--- src/common/ofdmsm_params.svh ---
// constants of the ofdm subcarrier mapper
`ifndef OFDMSM_PARAMS_SVH
`define OFDMSM_PARAMS_SVH

`define OFDMSM_IQ_W          12
`define OFDMSM_SET_HALF      7'h32
`define OFDMSM_SET_FULL      7'h64
`define OFDMSM_LAST_BIN      7'h7f
`define OFDMSM_NBIN          128
`define OFDMSM_POS_MAX       61
`define OFDMSM_NEG_FIRST     67
`define OFDMSM_GUARD_EDGE    57
`define OFDMSM_GUARD_OUTER   61
`define OFDMSM_GUARD_HALF    5
`define OFDMSM_UPPER_OFS     90
`define OFDMSM_PILOT_EDGE    55
`define OFDMSM_PILOT_STEP    10
`define OFDMSM_DATA_LOWER_OFS 56
`define OFDMSM_DATA_UPPER_OFS 49
`define OFDMSM_DATA_LAST     7'h63
`define OFDMSM_PRBS_LEN      7'h7f
`define OFDMSM_PRBS_MAX      7'h7e
`define OFDMSM_SPREAD_OFS    7'h06
// bit n set means p[n] = -1
`define OFDMSM_PRBS          127'h7f1d8a5f542de72b306d746440934f70
// pilot magnitude, 1/sqrt2 at a full scale of 1024
`define OFDMSM_PILOT_AMP     12'h2d4
// guard to data power ratio, right shift of guard values
`define OFDMSM_GUARD_SHIFT   0

`endif

--- src/common/ofdmsm_pkg.sv ---
// types of the ofdm subcarrier mapper
`include "ofdmsm_params.svh"
package ofdmsm_pkg;

    typedef struct packed {
        logic signed [`OFDMSM_IQ_W-1:0] re;
        logic signed [`OFDMSM_IQ_W-1:0] im;
    } ofdmsm_cplx_t;

    typedef enum logic [1:0] {
        OFDMSM_HDR  = 2'b00,
        OFDMSM_LOW  = 2'b01,
        OFDMSM_MID  = 2'b10,
        OFDMSM_HIGH = 2'b11
    } ofdmsm_mode_t;

    typedef enum logic [1:0] {
        OFDMSM_IDLE = 2'b00,
        OFDMSM_FILL = 2'b01,
        OFDMSM_EMIT = 2'b10
    } ofdmsm_state_t;

    typedef enum logic [1:0] {
        OFDMSM_K_ZERO  = 2'b00,
        OFDMSM_K_DATA  = 2'b01,
        OFDMSM_K_PILOT = 2'b10
    } ofdmsm_kind_t;

    typedef struct packed {
        ofdmsm_kind_t kind;
        logic         guard;
        logic [6:0]   idx;
    } ofdmsm_cls_t;

    typedef struct packed {
        logic         v;
        logic         last;
        logic [6:0]   bin;
        ofdmsm_kind_t kind;
        logic         guard;
        logic         conj;
        logic         swap;
        logic         neg;
        ofdmsm_cplx_t pil;
    } ofdmsm_pipe_t;

    typedef struct packed {
        logic         v;
        logic         last;
        logic [6:0]   bin;
        ofdmsm_cplx_t d;
    } ofdmsm_out_t;

    typedef struct packed {
        ofdmsm_state_t st;
        ofdmsm_mode_t  mode;
        logic [6:0]    cnt;
        logic          par;
        logic [6:0]    pair;
        logic          rdy_low;
        logic          rdy_dc;
        ofdmsm_pipe_t  p1;
        ofdmsm_out_t   o;
    } ofdmsm_st_t;

endpackage

--- src/core/ofdmsm_mem.sv ---
// set buffer: one write port, one read port with registered data
`timescale 1ns/1ps
module ofdmsm_mem (
    input  wire logic                  clk_i,
    input  wire logic                  ce_i,
    input  wire logic                  we_i,
    input  wire logic [6:0]            waddr_i,
    input  ofdmsm_pkg::ofdmsm_cplx_t   wdata_i,
    input  wire logic [6:0]            raddr_i,
    output ofdmsm_pkg::ofdmsm_cplx_t   rdata_o
);
    ofdmsm_pkg::ofdmsm_cplx_t mem_r [0:99];

    // no reset: contents are always written before they are read
    always_ff @(posedge clk_i) begin
        if (ce_i) begin
            if (we_i) begin
                mem_r[waddr_i] <= wdata_i;
            end
            rdata_o <= mem_r[raddr_i];
        end
    end
endmodule

--- src/core/ofdmsm_mapper.sv ---
// ofdm subcarrier mapper: data, guard and pilot bins in ifft input order
//
// Operation
// - at the two lowest rates sets of 50 fill the lower half directly and the upper half conjugated and reversed.
// - at the two lowest rates the odd symbol repeats the even one times the spreading sign of the pair.
// - at the middle rates sets of 100 go in order on the even symbol and reversed, re/im swapped, signed on the odd.
// - at the highest rates each symbol carries the next 100 values in order with no spreading.
// - at the highest rates values come from the dual-carrier stream instead of the normal stream.
// - every produced symbol carries ten guard bins, five at each band edge.
// - guard bins sit at logical subcarriers -61..-57 and 57..61.
// - lower guards copy data indices 0..4 and upper guards copy data indices 95..99.
// - the guard to data power ratio is a fixed design constant, unchanged within a packet.
// - twelve pilots sit at logical subcarriers -55..55 in steps of ten.
// - header pilots are the prbs sign of the pair index times the pattern, odd symbols also times the spread sign.
// - header and lowest rates use the pattern 1-j, -1+j, 1+j, -1-j at the listed pilot positions.
// - middle rates use 1+j at pilots 0, 3, 8, 11 and -1-j elsewhere, same sign structure.
// - spreading and pilot signs come from a constant table of 127 signs.
// - subcarriers 1..61 go to bins 1..61, -61..-1 to bins 67..127, bins 0 and 62..66 are zero.
`timescale 1ns/1ps
`include "ofdmsm_params.svh"
module ofdmsm_mapper (
    input  wire logic                  clk_i,
    input  wire logic                  rst_i,
    input  wire logic                  ce_i,
    input  wire logic                  pkt_start_i,
    input  ofdmsm_pkg::ofdmsm_mode_t   mode_i,
    input  wire logic                  low_valid_i,
    input  ofdmsm_pkg::ofdmsm_cplx_t   low_data_i,
    output logic                       low_ready_o,
    input  wire logic                  dc_valid_i,
    input  ofdmsm_pkg::ofdmsm_cplx_t   dc_data_i,
    output logic                       dc_ready_o,
    output logic                       out_valid_o,
    output logic                       out_last_o,
    output logic [6:0]                 out_bin_o,
    output ofdmsm_pkg::ofdmsm_cplx_t   out_data_o
);
    ////////////////////////////////////////////////////////////////////////
    // bin classification
    function automatic ofdmsm_pkg::ofdmsm_cls_t classify(input logic [6:0] bin);
        ofdmsm_pkg::ofdmsm_cls_t c;
        int f;
        int l;
        c = '0;
        f = 0;
        l = 0;
        if (int'(bin) <= `OFDMSM_POS_MAX) begin
            f = int'(bin);
        end else if (int'(bin) >= `OFDMSM_NEG_FIRST) begin
            f = int'(bin) - `OFDMSM_NBIN;
        end
        if (f == 0) begin
            c.kind = ofdmsm_pkg::OFDMSM_K_ZERO;
        end else if (f <= -`OFDMSM_GUARD_EDGE) begin
            c.kind  = ofdmsm_pkg::OFDMSM_K_DATA;
            c.guard = 1'b1;
            c.idx   = 7'(f + `OFDMSM_GUARD_OUTER);
        end else if (f >= `OFDMSM_GUARD_EDGE) begin
            c.kind  = ofdmsm_pkg::OFDMSM_K_DATA;
            c.guard = 1'b1;
            c.idx   = 7'(f - `OFDMSM_GUARD_EDGE + `OFDMSM_GUARD_HALF + `OFDMSM_UPPER_OFS);
        end else if ((f + `OFDMSM_PILOT_EDGE) % `OFDMSM_PILOT_STEP == 0) begin
            c.kind = ofdmsm_pkg::OFDMSM_K_PILOT;
            c.idx  = 7'((f + `OFDMSM_PILOT_EDGE) / `OFDMSM_PILOT_STEP);
        end else begin
            if (f < 0) begin
                l = f + `OFDMSM_DATA_LOWER_OFS;
                if (f >= -`OFDMSM_PILOT_EDGE) begin
                    l = l - (f + `OFDMSM_PILOT_EDGE) / `OFDMSM_PILOT_STEP - 1;
                end
            end else begin
                l = `OFDMSM_DATA_UPPER_OFS + f
                    - (f + `OFDMSM_PILOT_STEP / 2) / `OFDMSM_PILOT_STEP;
            end
            c.kind = ofdmsm_pkg::OFDMSM_K_DATA;
            c.idx  = 7'(l);
        end
        return c;
    endfunction

    // pilot pattern signs {re_neg, im_neg}
    function automatic logic [1:0] pilot_sign(input ofdmsm_pkg::ofdmsm_mode_t m,
                                              input logic [6:0] p);
        logic [1:0] s;
        s = 2'b11;
        if (m == ofdmsm_pkg::OFDMSM_MID) begin
            if (p == 7'h0 || p == 7'h3 || p == 7'h8 || p == 7'hb) begin
                s = 2'b00;
            end
        end else begin
            case (p)
                7'h0, 7'h3:             s = 2'b01;
                7'h1, 7'h2, 7'h4, 7'h5: s = 2'b10;
                7'h8, 7'hb:             s = 2'b00;
                default:                s = 2'b11;
            endcase
        end
        return s;
    endfunction

    ////////////////////////////////////////////////////////////////////////
    // state
    localparam logic [126:0] PRBS = `OFDMSM_PRBS;

    ofdmsm_pkg::ofdmsm_st_t   s_r;
    ofdmsm_pkg::ofdmsm_st_t   s_nxt;
    ofdmsm_pkg::ofdmsm_cplx_t rd_data;
    ofdmsm_pkg::ofdmsm_cplx_t wr_data;
    logic                     wr_en;
    logic [6:0]               rd_addr;

    ofdmsm_mem u_mem (
        .clk_i   (clk_i),
        .ce_i    (ce_i),
        .we_i    (wr_en),
        .waddr_i (s_r.cnt),
        .wdata_i (wr_data),
        .raddr_i (rd_addr),
        .rdata_o (rd_data)
    );

    ////////////////////////////////////////////////////////////////////////
    // next state
    always_comb begin
        ofdmsm_pkg::ofdmsm_cls_t  c;
        ofdmsm_pkg::ofdmsm_cplx_t v;
        logic [6:0]               set_last;
        logic [6:0]               sp_idx;
        logic                     spread_neg;
        logic                     pil_neg;
        logic [1:0]               ps;
        logic                     take;
        c          = '0;
        v          = '0;
        s_nxt      = s_r;
        rd_addr    = 7'h0;
        wr_en      = 1'b0;
        set_last   = 7'h0;
        ps         = 2'b00;
        // spread sign index: pair offset by six, modulo 127
        sp_idx     = (s_r.pair >= `OFDMSM_PRBS_LEN - `OFDMSM_SPREAD_OFS)
                   ? s_r.pair - (`OFDMSM_PRBS_LEN - `OFDMSM_SPREAD_OFS)
                   : s_r.pair + `OFDMSM_SPREAD_OFS;
        spread_neg = s_r.par & PRBS[sp_idx];
        pil_neg    = PRBS[s_r.pair] ^ spread_neg;
        wr_data    = (s_r.mode == ofdmsm_pkg::OFDMSM_HIGH) ? dc_data_i : low_data_i;
        take       = (s_r.rdy_low & low_valid_i) | (s_r.rdy_dc & dc_valid_i);
        set_last   = (s_r.mode == ofdmsm_pkg::OFDMSM_HDR || s_r.mode == ofdmsm_pkg::OFDMSM_LOW)
                   ? `OFDMSM_SET_HALF - 7'h1 : `OFDMSM_SET_FULL - 7'h1;
        s_nxt.p1   = '0;

        // output stage: memory data lines up with stage one
        s_nxt.o.v    = s_r.p1.v;
        s_nxt.o.last = s_r.p1.last;
        s_nxt.o.bin  = s_r.p1.bin;
        v = rd_data;
        if (s_r.p1.conj) begin
            v.im = -rd_data.im;
        end
        if (s_r.p1.swap) begin
            v.re = rd_data.im;
            v.im = rd_data.re;
        end
        if (s_r.p1.neg) begin
            v.re = -v.re;
            v.im = -v.im;
        end
        if (s_r.p1.guard) begin
            v.re = v.re >>> `OFDMSM_GUARD_SHIFT;
            v.im = v.im >>> `OFDMSM_GUARD_SHIFT;
        end
        case (s_r.p1.kind)
            ofdmsm_pkg::OFDMSM_K_DATA:  s_nxt.o.d = v;
            ofdmsm_pkg::OFDMSM_K_PILOT: s_nxt.o.d = s_r.p1.pil;
            default:                    s_nxt.o.d = '0;
        endcase

        case (s_r.st)
            ofdmsm_pkg::OFDMSM_FILL: begin
                if (take) begin
                    wr_en     = 1'b1;
                    s_nxt.cnt = s_r.cnt + 7'h1;
                    if (s_r.cnt == set_last) begin
                        s_nxt.st      = ofdmsm_pkg::OFDMSM_EMIT;
                        s_nxt.cnt     = 7'h0;
                        s_nxt.par     = 1'b0;
                        s_nxt.rdy_low = 1'b0;
                        s_nxt.rdy_dc  = 1'b0;
                    end
                end
            end
            ofdmsm_pkg::OFDMSM_EMIT: begin
                c            = classify(s_r.cnt);
                s_nxt.p1.v    = 1'b1;
                s_nxt.p1.last = (s_r.cnt == `OFDMSM_LAST_BIN);
                s_nxt.p1.bin  = s_r.cnt;
                s_nxt.p1.kind = c.kind;
                s_nxt.p1.guard = c.guard;
                rd_addr      = c.idx;
                if (c.kind == ofdmsm_pkg::OFDMSM_K_DATA) begin
                    case (s_r.mode)
                        ofdmsm_pkg::OFDMSM_MID: begin
                            if (s_r.par) begin
                                rd_addr        = `OFDMSM_DATA_LAST - c.idx;
                                s_nxt.p1.swap = 1'b1;
                                s_nxt.p1.neg  = spread_neg;
                            end
                        end
                        ofdmsm_pkg::OFDMSM_HIGH: rd_addr = c.idx;
                        default: begin
                            if (c.idx >= `OFDMSM_SET_HALF) begin
                                rd_addr        = `OFDMSM_DATA_LAST - c.idx;
                                s_nxt.p1.conj = 1'b1;
                            end
                            s_nxt.p1.neg = spread_neg;
                        end
                    endcase
                end else if (c.kind == ofdmsm_pkg::OFDMSM_K_PILOT) begin
                    // top rate pilots are produced elsewhere: zero here
                    if (s_r.mode == ofdmsm_pkg::OFDMSM_HIGH) begin
                        s_nxt.p1.kind = ofdmsm_pkg::OFDMSM_K_ZERO;
                    end
                    ps = pilot_sign(s_r.mode, c.idx) ^ {pil_neg, pil_neg};
                    s_nxt.p1.pil.re = ps[1] ? -`OFDMSM_PILOT_AMP : `OFDMSM_PILOT_AMP;
                    s_nxt.p1.pil.im = ps[0] ? -`OFDMSM_PILOT_AMP : `OFDMSM_PILOT_AMP;
                end
                s_nxt.cnt = s_r.cnt + 7'h1;
                if (s_r.cnt == `OFDMSM_LAST_BIN) begin
                    s_nxt.cnt = 7'h0;
                    if (s_r.mode == ofdmsm_pkg::OFDMSM_HIGH || s_r.par) begin
                        s_nxt.st      = ofdmsm_pkg::OFDMSM_FILL;
                        s_nxt.mode    = mode_i;
                        s_nxt.rdy_low = (mode_i != ofdmsm_pkg::OFDMSM_HIGH);
                        s_nxt.rdy_dc  = (mode_i == ofdmsm_pkg::OFDMSM_HIGH);
                        if (s_r.par) begin
                            s_nxt.pair = (s_r.pair == `OFDMSM_PRBS_MAX) ? 7'h0 : s_r.pair + 7'h1;
                        end
                    end else begin
                        s_nxt.par = 1'b1;
                    end
                end
            end
            default: begin
            end
        endcase

        // packet start restarts the pair count and drops any partial set
        if (pkt_start_i) begin
            s_nxt.st      = ofdmsm_pkg::OFDMSM_FILL;
            s_nxt.mode    = mode_i;
            s_nxt.cnt     = 7'h0;
            s_nxt.par     = 1'b0;
            s_nxt.pair    = 7'h0;
            s_nxt.rdy_low = (mode_i != ofdmsm_pkg::OFDMSM_HIGH);
            s_nxt.rdy_dc  = (mode_i == ofdmsm_pkg::OFDMSM_HIGH);
            s_nxt.p1      = '0;
        end
    end

    always_ff @(posedge clk_i or posedge rst_i) begin
        if (rst_i) begin
            s_r <= '0;
        end else if (ce_i) begin
            s_r <= s_nxt;
        end
    end

    assign low_ready_o = s_r.rdy_low;
    assign dc_ready_o  = s_r.rdy_dc;
    assign out_valid_o = s_r.o.v;
    assign out_last_o  = s_r.o.last;
    assign out_bin_o   = s_r.o.bin;
    assign out_data_o  = s_r.o.d;
endmodule

--- config.mk ---
export PLATFORM = sky130hd
export DESIGN_NAME = ofdmsm_mapper
export DESIGN_NICKNAME = d
export VERILOG_FILES = /design/src/common/ofdmsm_pkg.sv /design/src/core/ofdmsm_mem.sv /design/src/core/ofdmsm_mapper.sv
export VERILOG_INCLUDE_DIRS = /design/src /design/src/common
export SDC_FILE = /design/constraint.sdc
export NUM_CORES = 2
export LEC_CHECK = 0
export ABC_AREA = 1
export BUFFER_PORTS_ARGS = -buffer_cell sky130_fd_sc_hd__buf_2
export CORE_MARGIN = 5
export CORE_UTILIZATION = 30
export DETAILED_ROUTE_END_ITERATION = 12
export PLACE_DENSITY = 0.41
export SETUP_SLACK_MARGIN = 0.4
export SYNTH_ARGS = -nofsm -noshare
export SYNTH_HDL_FRONTEND = slang
export SYNTH_HIERARCHICAL = 1
export SYNTH_SLANG_ARGS = --single-unit
--- constraint.sdc ---
create_clock -name clk_i -period 33.1 [get_ports clk_i]
set_input_delay 1.655 -clock clk_i [delete_from_list [all_inputs] [get_ports clk_i]]
set_output_delay 1.655 -clock clk_i [all_outputs]
set_load 0.02 [all_outputs]
# [Word-level counts from Yosys, hierarchy flattened]
# Memories as Yosys holds them, arrays and structs flattened. A register that Yosys moved wholly into a read port is not among the register bits.
# Index checks and enable logic that the tools add are counted.
[word_totals] elab_cells=179 romBits=288 register_bits=92 in_bits=56 n_memories=4 mem_bits_rw=2400 output_inout_bits=35
[memory_table] memory="u_mem.mem_r" words=100 width=24 read_ports=1 rd_clocked_by_memory_dff=1 wr=1 line_no="ofdmsm_mem.sv:12" rtl="ofdmsm_pkg::ofdmsm_cplx_t mem_r [0:99];"
[memory_table] memory="(no name shown)" words=128 width=1 read_ports=1 rd_clocked_by_memory_dff=0 wr=0 line_no="ofdmsm_mapper.sv:145" rtl="pil_neg = PRBS[s_r.pair] ^ spread_neg;"
[memory_table] memory="(no name shown)" words=128 width=1 read_ports=1 rd_clocked_by_memory_dff=0 wr=0 line_no="ofdmsm_mapper.sv:144" rtl="spread_neg = s_r.par & PRBS[sp_idx];"
[memory_table] memory="(no name shown)" words=16 width=2 read_ports=1 rd_clocked_by_memory_dff=0 wr=0 line_no="ofdmsm_mapper.sv:91" rtl="case (p)"
[op_classes] n_lt_le_gt_ge=10 n_reduce_logical=21 div_mod_pow=3 n_bitwise=6 eq_ne=22 addsub=20 muxes=72
[op_table] op="24-bit 2-to-1 mux" n=5
[op_table] op="32-bit 2-to-1 mux" n=3
[op_table] op="7-bit 2-to-1 mux" n=13
[op_table] op="32-bit by 5-bit divider with 32-bit output (second input constant)" n=2
[op_table] op="32-bit by 7-bit >= comparator with 1-bit output (second input constant)" n=2
[op_table] op="32-bit logical NOT" n=2
[op_table] op="60-bit 2-to-1 mux" n=1
[op_table] op="24-bit case mux with 2 select lines" n=1
[op_table] op="39-bit 2-to-1 mux" n=1
[op_table] op="2-bit 2-to-1 mux" n=19
[op_table] op="12-bit 2-to-1 mux" n=3
[op_table] op="12-bit negation" n=3
[op_table] op="32-bit by 4-bit adder with 32-bit output (second input constant)" n=1
[op_table] op="32-bit by 7-bit adder with 32-bit output (second input constant)" n=1
[op_table] op="32-bit by 7-bit less-or-equal comparator with 1-bit output (second input constant)" n=1
[op_table] op="32-bit by 1-bit < comparator with 1-bit output (second input constant)" n=1
[op_table] op="32-bit by 5-bit remainder unit with 32-bit output (second input constant)" n=1
[op_table] op="8-bit 2-to-1 mux" n=4
[op_table] op="7-bit adder (second input constant)" n=3
[op_table] op="21-bit 2-to-1 mux" n=1
[op_table] op="7-bit by 8-bit < comparator with 1-bit output (second input constant)" n=2
[op_table] op="8-bit case mux with 2 select lines" n=1
[op_table] op="3-bit inequality test (second input constant)" n=5
[op_table] op="7-bit by 1-bit adder with 7-bit output (second input constant)" n=2
[op_table] op="other kinds (41)" n=76

# [Logic depth before layout (Yosys ltp)]
[logic_depth] ltp_word=30 ltp_mapped=201 ltp_nobuf=197

# [Modules after synthesis]
# The synthesis kept the hierarchy.
[modules_own_cells] module="ofdmsm_mem" area_each_um2=97721.2 cells_per_inst=8072 seq_area_each_um2=72789.8 n_inst=1
[modules_own_cells] module="ofdmsm_mapper" area_each_um2=14057.2 cells_per_inst=2412 seq_area_each_um2=1826.8 n_inst=1

# [Worst setup path after synthesis]
# No wires, ideal clock.
[synth_path] kind="register to register" from="reg s_r[82] (netlist name)" to="reg, netlist name u_mem/rdata_o[14]" arrival_time_ns=17.978 slack_ns=14.869 setup_time_ns=0.254 t_required_ns=32.846 path_stages_with_launch=180 path_cell_list="dfrtp_1 -> ha_1 -> nor2_1 -> nand2_2 -> nand2_2 -> nand2_4 -> inv_2 -> nor2_1 -> ha_1 -> inv_1 -> o21ai_0 -> inv_1 -> nor2_1 -> nand3_1 -> ha_1 -> xnor2_1 -> a21oi_2 -> nand2_1 -> [... 144 more ...] -> nand2_2 -> nand3_2 -> nand2_2 -> o21ai_1 -> a21oi_1 -> buf_4 -> inv_4 -> buf_12 -> buf_12 -> buf_4 -> o211ai_2 -> nand3_1 -> nand3_1 -> nand3_1 -> nand2_1 -> nand2_1 -> nand2_1 -> nand2_1"
[synth_via] elab_chain_len=20
[synth_rtl] item="start, declared" line_no="ofdmsm_mapper.sv:105" rtl="ofdmsm_pkg::ofdmsm_st_t s_r;"
[synth_rtl] item="start signal, assigned" line_no="ofdmsm_mapper.sv:264" rtl="s_r <= s_nxt;"
[synth_rtl] item="7-bit by 8-bit subtractor with 9-bit output (no line) or 7-bit >= comparator (tied branches)"
[synth_rtl] item="32-bit 2-to-1 mux" line_no="ofdmsm_mapper.sv:49" rtl="end else if (int'(bin) >= `OFDMSM_NEG_FIRST) begin"
[synth_rtl] item="32-bit 2-to-1 mux (*)" line_no="ofdmsm_mapper.sv:47" rtl="if (int'(bin) <= `OFDMSM_POS_MAX) begin"
[synth_rtl] item="32-bit 2-to-1 mux (*)" line_no="ofdmsm_mapper.sv:178" rtl="case (s_r.st)"
[synth_rtl] item="32-bit by 7-bit adder with 32-bit output (no line)"
[synth_rtl] item="32-bit by 5-bit divider with 32-bit output (no line)"
[synth_rtl] item="7-bit subtractor (no line)"
[synth_rtl] item="7-bit by 2-bit subtractor with 7-bit output" line_no="ofdmsm_mapper.sv:69" rtl="l = l - (f + `OFDMSM_PILOT_EDGE) / `OFDMSM_PILOT_STEP - 1;"
[synth_rtl] item="[... 5 more ...]"
[synth_rtl] item="8-bit 2-to-1 mux" line_no="ofdmsm_mapper.sv:52" rtl="if (f == 0) begin"
[synth_rtl] item="8-bit 2-to-1 mux" line_no="ofdmsm_mapper.sv:178"
[synth_rtl] item="7-bit subtractor (no line) or 7-bit by 6-bit >= comparator with 1-bit output (tied branches)"
[synth_rtl] item="7-bit 2-to-1 mux (on tied branches)" line_no="ofdmsm_mapper.sv:211, ofdmsm_mapper.sv:203"
[synth_rtl] item="7-bit case mux with 2 select lines" line_no="ofdmsm_mapper.sv:201" rtl="case (s_r.mode)"
[synth_rtl] item="7-bit 2-to-1 mux (*)" line_no="ofdmsm_mapper.sv:200" rtl="if (c.kind == ofdmsm_pkg::OFDMSM_K_DATA) begin"
[synth_rtl] item="7-bit 2-to-1 mux (*)" line_no="ofdmsm_mapper.sv:178"
[synth_rtl] item="via rd_addr[0]" line_no="ofdmsm_mapper.sv:110" rtl="logic [6:0] rd_addr;"
# The timed path passes the listed nets; every way through them passes the cells marked *. The select of a mux whose other input is x is not followed.
# A chain may end at the register's enable or synchronous reset.

# [Final worst setup path]
[layout_path] from="reg s_r[82] (netlist name)" to="reg, netlist name u_mem/rdata_o[14]"
[layout_via] elab_chain_len=20
[layout_rtl] item="7-bit by 8-bit subtractor with 9-bit output (no line) or 7-bit >= comparator (tied branches)"
[layout_rtl] item="32-bit 2-to-1 mux" line_no="ofdmsm_mapper.sv:49"
[layout_rtl] item="32-bit 2-to-1 mux (*)" line_no="ofdmsm_mapper.sv:47"
[layout_rtl] item="32-bit 2-to-1 mux (*)" line_no="ofdmsm_mapper.sv:178"
[layout_rtl] item="32-bit by 7-bit adder with 32-bit output (no line)"
[layout_rtl] item="32-bit by 5-bit divider with 32-bit output (no line)"
[layout_rtl] item="7-bit subtractor (no line)"
[layout_rtl] item="7-bit by 2-bit subtractor with 7-bit output" line_no="ofdmsm_mapper.sv:69"
[layout_rtl] item="[... 5 more ...]"
[layout_rtl] item="8-bit 2-to-1 mux" line_no="ofdmsm_mapper.sv:52"
[layout_rtl] item="8-bit 2-to-1 mux" line_no="ofdmsm_mapper.sv:178"
[layout_rtl] item="7-bit subtractor (no line) or 7-bit by 6-bit >= comparator with 1-bit output (tied branches)"
[layout_rtl] item="7-bit 2-to-1 mux (on tied branches)" line_no="ofdmsm_mapper.sv:211, ofdmsm_mapper.sv:203"
[layout_rtl] item="7-bit case mux with 2 select lines" line_no="ofdmsm_mapper.sv:201"
[layout_rtl] item="7-bit 2-to-1 mux (*)" line_no="ofdmsm_mapper.sv:200"
[layout_rtl] item="7-bit 2-to-1 mux (*)" line_no="ofdmsm_mapper.sv:178"
[layout_rtl] item="via rd_addr[0]" line_no="ofdmsm_mapper.sv:110"
# Marked as above.

==> results.sh <==
export IMPL_syn2layout_area_growth_pct=13.3
export IMPL_finalSetupTns_ps=0
export IMPL_syn_inst=10484
export IMPL_clkTransAtPathRegs_ps=60
export IMPL_arrival_ps=25920
export IMPL_hp_class="reg -> reg"
export IMPL_fin_crit_sh_pct=75.9
export IMPL_synthesis_area_um2=112000
export IMPL_required_ps=33880
export IMPL_slowest_delay_ps=680
export IMPL_synth_async_reset_ratio_pct=2.92
export IMPL_fin_skew_ps=107
export IMPL_cts_sinks=2497
export IMPL_synth_seq_area_share_pct=66.8
export IMPL_cts_tree="built"
export IMPL_synth_edff_count=2424
export IMPL_drive_gt1_share_pct=10.2
export IMPL_gp_congestion=0.834
export IMPL_clockBufferDepth=4
export IMPL_hold_viol=0
export IMPL_setup_violations=0
export IMPL_relSlewSlack_pct=11.4
export IMPL_fin_nets=10635
export IMPL_worst_slew_pin_transition_ps=1330
export IMPL_ctsResizeCount=0
export IMPL_wl_per_cell_um=25.4
export IMPL_cts_root_buf="clkbuf_16"
export IMPL_yosys_warnings=6
export IMPL_initial_utilization_pct=30.1
export IMPL_overflow=0
export IMPL_rr_endpoint="u_mem/rdata_o[14]"
export IMPL_io_buffer_count=90
export IMPL_viasPerCell=5.04
export IMPL_cts_made_buffers=295
export IMPL_multi_input_area_um2=32800
export IMPL_ff_latch_area_um2=74600
export IMPL_syn_area_per_cell_um2=10.7
export IMPL_grt_pass1_wl_um=568000
export IMPL_synth_top_area_share_pct=65.1
export IMPL_crit_type="reg -> reg"
export IMPL_fmax_ghz=0.0398
export IMPL_drt_iter0_drc=7431
export IMPL_ios=91
export IMPL_cp_max_fo=63
export IMPL_r2r_slack_ps=7970
export IMPL_drv_slew=0
export IMPL_ant_nets=0
export IMPL_fin_crit_ps=25130
export IMPL_rows=224
export IMPL_crit_path_start="s_r[82]"
export IMPL_dp_hpwl_um=227000
export IMPL_syn_num_nets=10630
export IMPL_synth_cell_type_count=72
export IMPL_cp_slowest_cell="buf_4"
export IMPL_fillerInstances=37338
export IMPL_synth_area_leaders="edfxtp_1, nand2_1, nand3_1"
export IMPL_whs_ps=478
export IMPL_die_area_um2=385000
export IMPL_cp_start_kind="flop"
export IMPL_die_width_um=620
export IMPL_postCtsSetupBuffers=0
export IMPL_cts_max_level=5
export IMPL_rsz0062_at_grt="false"
export IMPL_outcome="completed"
export IMPL_maxCapViolCount=0
export IMPL_synth_ff_type="edfxtp_1"
export IMPL_die_h_um=620
export IMPL_vias=79084
export IMPL_clock_latency_ps=940
export IMPL_antenna_found_initial=24
export IMPL_grt_max_degree=171
export IMPL_timing_rr_start="s_r[82]"
export IMPL_synth_top_area_cell="edfxtp_1"
export IMPL_firstDrtPassIters=6
export IMPL_track_usage_pct=20.1
export IMPL_core_area_um2=372000
export IMPL_postCtsHoldBufs=0
export IMPL_synth_common_cells="nand2_1, edfxtp_1, nand3_1, nor2_1, inv_1"
export IMPL_cp_endpoint="u_mem/rdata_o[14]"
export IMPL_synth_most_common_cell="nand2_1"
export IMPL_ys_ff_latch=2497
export IMPL_critPathCaptureType="flop"
export IMPL_drt_drc_violations_left=0
export IMPL_drt_wl_total_um=398000
export IMPL_grt_pass1_vias=76277
export IMPL_rr_worst_depth=180
export IMPL_crit_top_cell="nand2_1"
==> stage by stage <==
stage / utilization (%) / worst slack, ps / instance area [um^2] / cells
floorplan: - / 14870 / 112000 / 10484
global placement: 31.6 / 7780 / 117000 / 15164
detailed placement: 31.6 / 8020 / 117000 / 15164
CTS: 34.1 / 7930 / 127000 / 15688
global route: 34.1 / 5300 / 127000 / 15689
finish: 34.1 / 7970 / 127000 / 15695
==> cells by family (layout without fill, tap and decap cells) <==
family,Yosys count,in the layout,synth area share (%)
AOI/OAI and AO/OA,517,517,2.67
and+or+nand+nor,6255,6255,24.3
other,0,7,0
xor gates and xnor gates,95,95,0.765
adders and majority gates,90,90,1.02
buffers and inverters,1030,1262,4.46
DFF,2497,2497,66.8
==> registers in the layout, indices dropped and copies added (netlist names) <==
signal	flops
u_mem/mem_r	2400
s_r	29
out_data_o	24
u_mem/rdata_o	24
s_nxt	9
out_bin_o	7
dc_ready_o	1
low_ready_o	1
out_last_o	1
out_valid_o	1
==> layout by cell type, fill, tap and decap left out, drive strengths merged, types with 16 or more instances in the layout <==
cell	instances
o21ai	278
nand2	3476
buf	302
nand3	2240
inv	425
dfrtp	73
nor2	437
edfxtp	2424
bufinv	17
a21oi	106
clkinv	135
clkbuf	380
xor2	83
a31oi	16
nand4	37
nor3	35
o22ai	29
ha	88
o211ai	25
==> final cells by class <==
| type | instances | share of cell area [%] |
|---|---|---|
| repair buffers | 302 | 1.73 |
| well taps | 4972 | 4.91 |
| flip-flops and latches | 2497 | 58.9 |
| inverters | 436 | 1.33 |
| clock buffers | 380 | 6.23 |
| diodes | 7 | 0.0138 |
| multi-input cells | 6957 | 25.9 |
| clock inverters | 144 | 0.992 |
==> critical path, delay by kind of cell, from the launching register on <==
kind / cells / cell delay, ps
AND/OR/NAND/NOR: 113 / 11860
buffers and inverters: 32 / 4730
XOR/XNOR: 13 / 3050
AO/OA/AOI/OAI: 16 / 2880
adder cells (fa/ha/maj): 6 / 1540
flip-flops: 1 / 650
==> per-layer routing <==
metal	vias up	track usage (%)	share of wire, %
li1	36399	-	-
met1	40071	28.5	45
met2	2223	33.0	47
met3	389	2.52	5.8
met4	2	4.25	2.1
met5	-	0	0.0028
==> how the worst min path moves through the flow <==
stage	startpoint	endpoint	slack, ps	cells past startpoint
floorplan	s_r[54]	s_r[54]	450	2
global placement	out_bin_o[4]	out_bin_o[4]	470	2
detailed placement	out_bin_o[3]	out_bin_o[3]	470	2
CTS	out_bin_o[3]	out_bin_o[3]	490	2
global route	out_data_o[3]	out_data_o[3]	500	1
finish	out_bin_o[3]	out_bin_o[3]	480	2
Power is not shown: default switching activity piles up to over one toggle a cycle in this logic, so the estimate is an artifact.
